===== config.mk =====
export PLATFORM = sky130hd
export DESIGN_NAME = dac_serial_load_control
export DESIGN_NICKNAME = d
export VERILOG_FILES = /design/src/dac_serial_load_pkg.sv /design/src/dac_serial_load_control.sv
export SDC_FILE = /design/constraint.sdc
export NUM_CORES = 1
export LEC_CHECK = 0
export BUFFER_PORTS_ARGS = -buffer_cell sky130_fd_sc_hd__clkbuf_2
export CAP_MARGIN = 20
export CELL_PAD_IN_SITES_DETAIL_PLACEMENT = 0
export CELL_PAD_IN_SITES_GLOBAL_PLACEMENT = 1
export CORE_ASPECT_RATIO = 1.2
export CORE_MARGIN = 1.5
export CORE_UTILIZATION = 38
export DETAILED_ROUTE_END_ITERATION = 10
export PLACE_DENSITY = 0.77
export SYNTH_ARGS = -nofsm -noshare
export SYNTH_HDL_FRONTEND = slang
export SYNTH_SLANG_ARGS = --single-unit

===== constraint.sdc =====
create_clock -name clk -period 1.37 [get_ports clk]
set_input_delay 0.137 -clock clk [delete_from_list [all_inputs] [get_ports clk]]
set_output_delay 0.137 -clock clk [all_outputs]
set_load 0.005 [all_outputs]

===== src/dac_serial_load_pkg.sv =====
package dac_serial_load_pkg;

	localparam int          FRAME_BITS     = 24;
	localparam int          CNT_W          = 5;
	localparam logic [23:0] ZERO_SCALE     = 24'h000000;
	localparam logic [4:0]  CNT_RESET      = 5'h00;
	localparam logic [4:0]  CNT_FULL       = 5'h18;
	localparam logic [7:0]  CTRL_DEFAULT   = 8'h00;
	localparam logic [1:0]  SYNC_RESET     = 2'h3;

	typedef enum logic [2:0] {
		ST_IDLE  = 3'b001,
		ST_SHIFT = 3'b010,
		ST_DONE  = 3'b100
	} frame_state_t;

endpackage


===== src/dac_serial_load_control.sv =====
// Summary of operation
// RULE_01: Load strobe low pulse copies new input data.
// RULE_02: Strobe held low updates converter after writes.
// RULE_03: Reset acts on low level, held.
// RULE_04: During reset ignore strobe and serial data.
// RULE_05: During reset both registers hold defaults.
// RULE_06: During reset ground the analog output.
// RULE_07: Capture serial bits on falling serial clock.
// RULE_08: Host frames each write with select low.
// RULE_09: Select low enables clock, data and shifter.
// RULE_10: Frame is 24 bits on following falls.
// RULE_11: Input shift register is 24 bits wide.
// RULE_12: Host keeps serial clock at most 50 MHz.
// RULE_13: Reset loads zero scale and control defaults.
// RULE_14: Short frames are discarded without any change.
`timescale 1ns/100ps
module dac_serial_load_control (
	input  wire logic        clk,
	input  wire logic        sys_rst,
	input  wire logic        sclk,
	input  wire logic        frame_sel_n,
	input  wire logic        serial_in,
	input  wire logic        load_strobe_n,
	input  wire logic        reset_n,
	output logic      [23:0] inputWord,
	output logic      [23:0] dacWord,
	output logic      [7:0]  ctrlWord,
	output logic             outGround,
	output logic             newData,
	output logic             frameActive
);

	// Two-stage synchronisers for all pins; bit 0 is the first stage only.
	logic [1:0] sclkSync_ff;
	logic [1:0] selSync_ff;
	logic [1:0] sdiSync_ff;
	logic [1:0] ldSync_ff;
	logic [1:0] rstSync_ff;
	logic [1:0] nxt_sclkSync;
	logic [1:0] nxt_selSync;
	logic [1:0] nxt_sdiSync;
	logic [1:0] nxt_ldSync;
	logic [1:0] nxt_rstSync;
	logic       sclkPrev_ff;
	logic       nxt_sclkPrev;
	logic       ldPrev_ff;
	logic       nxt_ldPrev;

	// A falling level between two samples of one synchronised pin.
	function automatic logic isFall(
		input logic prevLvl,
		input logic curLvl
	);
		return prevLvl & ~curLvl;
	endfunction

	// True in the state that follows the last captured bit of a frame.
	function automatic logic inDone(
		input dac_serial_load_pkg::frame_state_t st
	);
		return st == dac_serial_load_pkg::ST_DONE;
	endfunction

	always_comb
	begin
		nxt_sclkSync = {sclkSync_ff[0], sclk};
		nxt_selSync  = {selSync_ff[0],  frame_sel_n};
		nxt_sdiSync  = {sdiSync_ff[0],  serial_in};
		nxt_ldSync   = {ldSync_ff[0],   load_strobe_n};
		nxt_rstSync  = {rstSync_ff[0],  reset_n};
		nxt_sclkPrev = sclkSync_ff[1];
		nxt_ldPrev   = ldSync_ff[1];
		if (sys_rst)
		begin
			nxt_sclkSync = 2'h0;
			nxt_selSync  = dac_serial_load_pkg::SYNC_RESET;
			nxt_sdiSync  = 2'h0;
			nxt_ldSync   = dac_serial_load_pkg::SYNC_RESET;
			nxt_rstSync  = 2'h0;
			nxt_sclkPrev = 1'b0;
			nxt_ldPrev   = 1'b1;
		end
	end

	always_ff @(posedge clk)
	begin
		sclkSync_ff <= nxt_sclkSync;
		selSync_ff  <= nxt_selSync;
		sdiSync_ff  <= nxt_sdiSync;
		ldSync_ff   <= nxt_ldSync;
		rstSync_ff  <= nxt_rstSync;
		sclkPrev_ff <= nxt_sclkPrev;
		ldPrev_ff   <= nxt_ldPrev;
	end

	logic inReset;
	logic sclkFall;
	logic ldFall;
	logic selLow;
	logic ldLow;
	assign inReset  = ~rstSync_ff[1] | sys_rst;                     // see RULE_03
	assign selLow   = ~selSync_ff[1];
	assign sclkFall = isFall(sclkPrev_ff, sclkSync_ff[1]);
	assign ldLow    = ~ldSync_ff[1];
	assign ldFall   = isFall(ldPrev_ff, ldSync_ff[1]);

	dac_serial_load_pkg::frame_state_t state_ff, nxt_state;
	logic [23:0] shift_ff, nxt_shift;
	logic [4:0]  count_ff, nxt_count;
	logic [23:0] inReg_ff, nxt_inReg;
	logic [23:0] dacReg_ff, nxt_dacReg;
	logic [7:0]  ctrl_ff, nxt_ctrl;
	logic        pend_ff, nxt_pend;
	logic        gnd_ff, nxt_gnd;
	logic        frameAct_ff;
	logic        nxt_frameAct;
	logic        doneSeen_ff;
	logic        nxt_doneSeen;
	logic        landWord;

	// The first cycle in the done state is the one in which a finished word lands.
	assign landWord = inDone(state_ff) & ~doneSeen_ff;

	always_comb
	begin
		nxt_state  = state_ff;
		nxt_shift  = shift_ff;
		nxt_count  = count_ff;
		nxt_inReg  = inReg_ff;
		nxt_dacReg = dacReg_ff;
		nxt_ctrl   = ctrl_ff;
		nxt_pend   = pend_ff;
		nxt_gnd    = 1'b0;
		case (state_ff)
			dac_serial_load_pkg::ST_IDLE:
			begin
				if (selLow)
				begin
					nxt_state = dac_serial_load_pkg::ST_SHIFT;      // see RULE_09
					nxt_count = dac_serial_load_pkg::CNT_RESET;
				end
			end
			dac_serial_load_pkg::ST_SHIFT:
			begin
				if (!selLow)
				begin
					nxt_state = dac_serial_load_pkg::ST_IDLE;       // see RULE_14
				end
				else if (sclkFall)
				begin
					nxt_shift = {shift_ff[22:0], sdiSync_ff[1]};    // see RULE_07, RULE_11
					nxt_count = count_ff + 5'h01;
					if (count_ff == dac_serial_load_pkg::CNT_FULL - 5'h01)
					begin
						nxt_state = dac_serial_load_pkg::ST_DONE;   // see RULE_10
					end
				end
			end
			dac_serial_load_pkg::ST_DONE:
			begin
				// Extra edges after the 24th are not shifted in.
				nxt_inReg = shift_ff;                               // see RULE_14
				// The flag is raised once per frame, so a held select cannot re-arm a load.
				if (landWord)
				begin
					nxt_pend = 1'b1;                                // see RULE_02
				end
				if (!selLow)
				begin
					nxt_state = dac_serial_load_pkg::ST_IDLE;
				end
			end
			default:
			begin
				nxt_state = dac_serial_load_pkg::ST_IDLE;
			end
		endcase
		// A held-low strobe updates as soon as new data lands; a fall loads pending data.
		// Skipped while a word lands: the fresh word keeps its flag and loads next cycle.
		if (pend_ff && (ldFall || ldLow) && !landWord)
		begin
			nxt_dacReg = inReg_ff;                                  // see RULE_01, RULE_02
			nxt_pend   = 1'b0;
		end
		if (inReset)
		begin
			nxt_state  = dac_serial_load_pkg::ST_IDLE;              // see RULE_04
			nxt_shift  = dac_serial_load_pkg::ZERO_SCALE;
			nxt_count  = dac_serial_load_pkg::CNT_RESET;
			nxt_inReg  = dac_serial_load_pkg::ZERO_SCALE;           // see RULE_05, RULE_13
			nxt_dacReg = dac_serial_load_pkg::ZERO_SCALE;
			nxt_ctrl   = dac_serial_load_pkg::CTRL_DEFAULT;
			nxt_pend   = 1'b0;
			nxt_gnd    = 1'b1;                                      // see RULE_06
		end
	end

	always_ff @(posedge clk)
	begin
		state_ff  <= nxt_state;
		shift_ff  <= nxt_shift;
		count_ff  <= nxt_count;
		inReg_ff  <= nxt_inReg;
		dacReg_ff <= nxt_dacReg;
		ctrl_ff   <= nxt_ctrl;
		pend_ff   <= nxt_pend;
		gnd_ff    <= nxt_gnd;
	end

	// Remembers the done state one cycle on, so each finished frame lands only once.
	always_comb
	begin
		nxt_doneSeen = inDone(state_ff);
		nxt_frameAct = nxt_state == dac_serial_load_pkg::ST_SHIFT;
		if (sys_rst)
		begin
			nxt_doneSeen = 1'b0;
			nxt_frameAct = 1'b0;
		end
	end

	always_ff @(posedge clk)
	begin
		doneSeen_ff <= nxt_doneSeen;
		frameAct_ff <= nxt_frameAct;
	end

	assign inputWord   = inReg_ff;
	assign dacWord     = dacReg_ff;
	assign ctrlWord    = ctrl_ff;
	assign outGround   = gnd_ff;
	assign newData     = pend_ff;
	assign frameActive = frameAct_ff;

endmodule


==> results of run 1 <==
## worst max-delay path, cell delays in order, from the launching register on
cell and delay [ns]:
dfxtp_4 0.37, or4b_4 0.60, clkbuf_16 0.22, nand3_2 0.06, a21oi_1 0.05
## registers in the layout, summed over array words and instances, names as in the netlist
signal and count:
dacWord 24, frameActive 1, sdiSync_ff 2, doneSeen_ff 1
outGround 1, selSync_ff 2, rstSync_ff 2, sclkPrev_ff 1
count_ff 5, ldSync_ff 2, inputWord 24, shift_ff 24
newData 1, state_ff 3, sclkSync_ff 2
## per-stage QoR
step                instances  TNS (ns)
detailed placement        564   -0.5727
floorplan                 401   -0.1321
CTS                       586  -0.01900
global placement          564  -0.06186
global route              593    -2.667
finish                    593   -0.8094
## layout make-up
| class | instances | area share |
|---|---|---|
| Inverter | 2 | 0.001522 |
| Sequential cell | 95 | 0.3869 |
| Tap cell | 123 | 0.03120 |
| Clock buffer | 9 | 0.04566 |
| Timing Repair Buffer | 98 | 0.1639 |
| Multi-Input combinational cell | 260 | 0.3534 |
| Clock inverter | 6 | 0.01750 |
## per-layer routing
layer | vias up | part of all wire
met1 | 1474 | 0.46
met3 | 13 | 0.034
met5 | - | 0
li1 | 1513 | -
met2 | 65 | 0.49
met4 | 0 | 0.020
## layout by cell type, fill, tap and decap left out, types with 2 or more instances in the layout
master / instances
buf_12: 9
nor2b_1: 11
clkinv_2: 2
mux2i_1: 27
nand3_1: 31
a211oi_1: 5
nand2_1: 2
or4b_4: 2
buf_4: 18
nor2_1: 26
a21oi_2: 11
o21ai_1: 6
clkbuf_16: 13
dfxtp_2: 2
or2_2: 4
clkbuf_2: 57
conb_1: 8
o21ai_0: 43
dlygate4sd3_1: 4
buf_6: 6
nand3_2: 20
bufinv_16: 2
nand3b_1: 3
nand3_4: 4
a21oi_1: 41
nand2b_1: 3
dfxtp_1: 92
## worst max path at each step
stage                     slack [ns]           startpoint                        to
after floorplan               -0.009  state_ff[1]$_DFF_P_  dacWord[10]$_SDFFE_PP0P_
after global placement         -0.02  state_ff[1]$_DFF_P_   dacWord[0]$_SDFFE_PP0P_
after detailed placement       -0.07  state_ff[1]$_DFF_P_   dacWord[2]$_SDFFE_PP0P_
after CTS                      -0.01  state_ff[1]$_DFF_P_   dacWord[2]$_SDFFE_PP0P_
after global routing           -0.08  state_ff[0]$_DFF_P_  dacWord[18]$_SDFFE_PP0P_
final                          -0.06  state_ff[1]$_DFF_P_  dacWord[15]$_SDFFE_PP0P_
## logic make-up after synthesis
| family | count (synthesis) |
|---|---|
| and+or+nand+nor | 114 |
| AOI/OAI and AO/OA | 110 |
| DFF | 95 |
| buffers and inverters | 46 |
| muxes | 27 |
| adders and majority gates | 1 |
| other | 1 |
## synth_stat cells (all sizes together), types with 2 or more instances
| library cell | number |
|---|---|
| a21oi | 52 |
| a211oi | 6 |
| clkbuf | 22 |
| dfxtp | 95 |
| nor2b | 12 |
| o21ai | 49 |
| or4b | 2 |
| nand2 | 2 |
| nand2b | 3 |
| nor2 | 26 |
| nand3b | 3 |
| inv | 2 |
| buf | 22 |
| or2 | 5 |
| nand3 | 55 |
| mux2i | 27 |
## repair_timing
item	4_1_cts	5_1_grt
endpoints found under the hold margin	4	0
gates cloned	1	5
setup buffers	2	3
setup endpoints to repair	60	69
hold buffers	4	0
resized for setup	12	23
pin swaps	1	7
## report_power, final
group | internal [µW] | switching, µW | leakage, µW
sequential | 2770 | 7.38 | 0.000768
clock | 1580 | 1040 | 0.000151
combinational | 49.5 | 64.1 | 0.000739
==> results.toml, run 1 <==
[synthesis]
yosysWarnings = 0
synth_cells = 394
synthTopCellsByArea = "dfxtp_1, mux2i_1, a21oi_1"
synth-seq-area-share = 0.5139
avgSynthCellArea_um2 = 9.394
synth.distinct_cells = 36
synth-seq-cells = 95
synth.largest_area_cell = "dfxtp_1"
synth_xor_area_frac = 0
synthFlopType = "dfxtp_1"
synth_compound_area_frac = 0.1562
synth_top_family_by_area = "simple AND/OR/NAND/NOR gates"
synth_fa_ha_area_frac = 0.003381
synth_mux_area_frac = 0.07302
synthSimpleGateAreaFrac = 0.1795
post-synth-top-area-fraction = 0.5139
synthArstFlopShare = 0
synth_enable_flop_cells = 0
syn_area_um2 = 3701

[worst_hold_path]
min_path_cells = 2
hold_end = "rstSync_ff[0]$_SDFF_PP0_"
hp-start = "reset_n"
hold_class = "input port to flop"

[sta]
slew_viol_final = 0
fin_crit_ns = 1.428
setup_slack_ns = -0.05788
hold_ws_ns = 0.007664
fmax_mhz = 700.3
finalClockSkew_ns = 0.005709
rsz0062_at_grt = "true"
report.final.setup_viol = 28
period_share = 1.042
final_hold_viol_count = 0

[worst_setup_path]
reg2reg_from = "state_ff[1]$_DFF_P_"
end_kind = "flop"
worst-r2r-cell-count = 4
startpoint_type = "flop"
crit_arrival_ns = 1.64
worstSetupPathType = "flop to flop"
reg2reg_slack_ns = -0.06
r2r-end = "dacWord[15]$_SDFFE_PP0P_"
cp.required_ns = 1.58
path_max_fanout = 10

[finish]
antenna_cells = 0
final_core_util = 0.5183
num-fill-cells = 898
finalInstanceArea_um2 = 4932
area_growth_pct = 33.27
nets = 474
layout-drive-gt1-share = 0.3447
ff_latch_area_um2 = 1908
multi_input_area_um2 = 1743

[clock_network]
cts_buffers = 9
cts_tree = "built"
clk_path_buf_depth = 2
root_buffer = "clkbuf_16"
clock_latency_ns = 0.34
cts_sinks = 95
htree_levels = 3
clkTransAtPathRegs_ns = 0.06

[grt]
grt_overflow = 0
grt_pass1_wl_mm = 13.86
grt_use_met3 = 0.04047
met1_usage = 0.2127
track_usage = 0.1682
antenna_found_initial = 0
met2_usage = 0.2706
grt_pass1_vias = 2790
top_usage_layer = "met2"
grt_max_degree = 43

[route]
drt_iter0_drc = 146
wirelength_mm = 8.925
drc = 0
routed_via_density = 5.169
wl_per_cell_um = 15.05
postRouteAntennaNets = 0
via_count = 3065
drt_first_pass_iters = 4

[power_and_ir_drop]
power_density_nw_per_um2 = 1118
finalPower_uw = 5515
worst_ir_drop_vdd_v = 0.0006210
power_leakage_uw = 0.001658

[die]
core_area_um2 = 9515
die-area_um2 = 10340
dieWidth_um = 93.09
start_util = 0.3890
die_h_um = 111.1
rows = 39
io_pins = 66

[outcome]
violations = "setup timing"
status = "finished with violations"

[placed_design]
portBuffers = 57
placed_area_um2 = 4282
post-dp-hpwl_mm = 5.261
gp_congestion = 0.8374
dpl_worst_slack_ns = -0.07272

[job]
drv_cap = 0
No activity file was read; power rests on OpenSTA's default activity.
==> run 2: changes to the inputs <==
--- a/config.mk
+++ b/config.mk
@@ -14,6 +14,7 @@
 export CORE_UTILIZATION = 38
 export DETAILED_ROUTE_END_ITERATION = 10
 export PLACE_DENSITY = 0.77
+export SKIP_CTS_REPAIR_TIMING = 1
 export SYNTH_ARGS = -nofsm -noshare
 export SYNTH_HDL_FRONTEND = slang
 export SYNTH_SLANG_ARGS = --single-unit
==> run 2 against run 1 <==
Compared with the run above:
- the flow still finishes with violations (setup timing)
- first-iteration DRC count fell by 3.4%
- worst setup slack gained 0.026 ns
- maximum frequency rose by 1.9%
- worst hold slack worse by 0.0045 ns
- cell count down 0.67%
- register-to-register slack gained 0.03 ns
- combinational power shrank 5%
- non-clock buffer count is 4 lower
- clock power about the same
- critical endpoint is now inputWord[11]$_SDFFE_PP0N_
- highest routed layer unchanged
==> results.toml, run 2 (synthesis results as in run 1) <==
[outcome]
status = "finished with violations"
violations = "setup timing"

[route]
wl_per_cell_um = 14.45
drt_first_pass_iters = 4
dr.max_layer_used = "met4"
postRouteAntennaNets = 0
route.met2.wl_mm = 4.151
routed_via_density = 5.153
via_count = 3035
wl_met3_um = 278
met1Wirelength_mm = 3.930
wirelength_mm = 8.509
drc = 0
drt_iter0_drc = 141

[grt]
track_usage = 0.1642
grt_pass1_vias = 2780
grt_max_degree = 43
antenna_found_initial = 0
grt_overflow = 0
grt_pass1_wl_mm = 13.62

[clock_network]
root_buffer = "clkbuf_16"
cts_tree = "built"
cts_sinks = 95
clk_path_buf_depth = 2
cts_buffers = 9
clkTransAtPathRegs_ns = 0.07
htree_levels = 3
clock_latency_ns = 0.34

[worst_setup_path]
end_kind = "flop"
cp.required_ns = 1.60
startpoint_type = "flop"
crit_arrival_ns = 1.63
worstSetupPathType = "flop to flop"
path_max_fanout = 6

[sta]
fmax_mhz = 713.3
final_hold_viol_count = 0
hold_ws_ns = 0.003161
report.final.setup_viol = 6
period_share = 1.023
slew_viol_final = 0
setup_slack_ns = -0.03186
finalClockSkew_ns = 0.006285
rsz0062_at_grt = "true"
fin_crit_ns = 1.402

[placed_design]
post-dp-hpwl_mm = 5.261
portBuffers = 57
gp_congestion = 0.8374
placed_area_um2 = 4282

[job]
drv_cap = 0

[die]
die_h_um = 111.1
core_area_um2 = 9515
die-area_um2 = 10340
rows = 39
io_pins = 66
dieWidth_um = 93.09
start_util = 0.3890

[finish]
num-fill-cells = 915
nets = 470
final_common_cell = "dfxtp_1"
area_growth_pct = 29.85
layout-drive-gt1-share = 0.3155
layout_common_cells = "dfxtp_1, clkbuf_2, a21oi_1"
antenna_cells = 0
finalInstanceArea_um2 = 4806

[power_and_ir_drop]
power_density_nw_per_um2 = 1145
power_leakage_uw = 0.001636
worst_ir_drop_vdd_v = 0.0005712

[worst_hold_path]
hold_class = "input port to flop"
run 2: cell count changes in the layout (fill, tap and decap cells not counted), sizes merged:
cell,change
buf,-2
dlygate4sd3,-2
run 2: worst max-delay path: stages, from the launching register on:
cell and delay (ns):
dfxtp_4 0.37, buf_6 0.12, nor3b_4 0.22, buf_6 0.16, clkbuf_16 0.16, mux2i_1 0.20, nor2_1 0.07
run 2: final cells by class:
class / count / area [µm²] / area share
inverters: 2 / 7.507 / 0.001562
multi-input cells: 260 / 1658 / 0.3450
repair buffers: 94 / 765.7 / 0.1593
clock inverters: 6 / 86.33 / 0.01796
clock buffers: 9 / 225.2 / 0.04686
well taps: 123 / 153.9 / 0.03202
flip-flops and latches: 95 / 1909 / 0.3973
run 2: worst paths after layout:
check / start / endpoint / slack (ns) / cells past startpoint
max reg2reg: state_ff[1]$_DFF_P_ / inputWord[11]$_SDFFE_PP0N_ / -0.03 / 6
max: state_ff[1]$_DFF_P_ / inputWord[11]$_SDFFE_PP0N_ / -0.03 / 6
min reg2reg: selSync_ff[0]$_SDFF_PP1_ / selSync_ff[1]$_SDFF_PP1_ / 0.41 / 1
min: sclk / sclkSync_ff[0]$_SDFF_PP0_ / 0.003 / 2
run 2: layer usage:
layer | up-vias | GRT usage
met5 | - | 0
met4 | 0 | 0.07172
met3 | 14 | 0.03704
met2 | 54 | 0.2637
met1 | 1458 | 0.2088
li1 | 1509 | -
run 2: report_power, final:
group / switching (µW) / leakage [µW] / internal (µW)
Sequential: 7.43 / 0.000769 / 2770
Combinational: 62.1 / 0.000716 / 46.0
Clock: 1030 / 0.000151 / 1580
run 2: through the flow:
stage	worst slack [ns]	total power [µW]	setup TNS, ns	util	instances
2_1_floorplan	-0.009370	2916	-0.1321	-	401
3_3_place_gp	-0.01911	2942	-0.06186	0.4500	564
3_5_place_dp	-0.07272	2943	-0.5727	0.4500	564
4_1_cts	-0.08243	5548	-1.365	0.4827	579
5_1_grt	-0.07418	5693	-1.309	0.5051	589
6_report	-0.03186	5505	-0.08794	0.5051	589
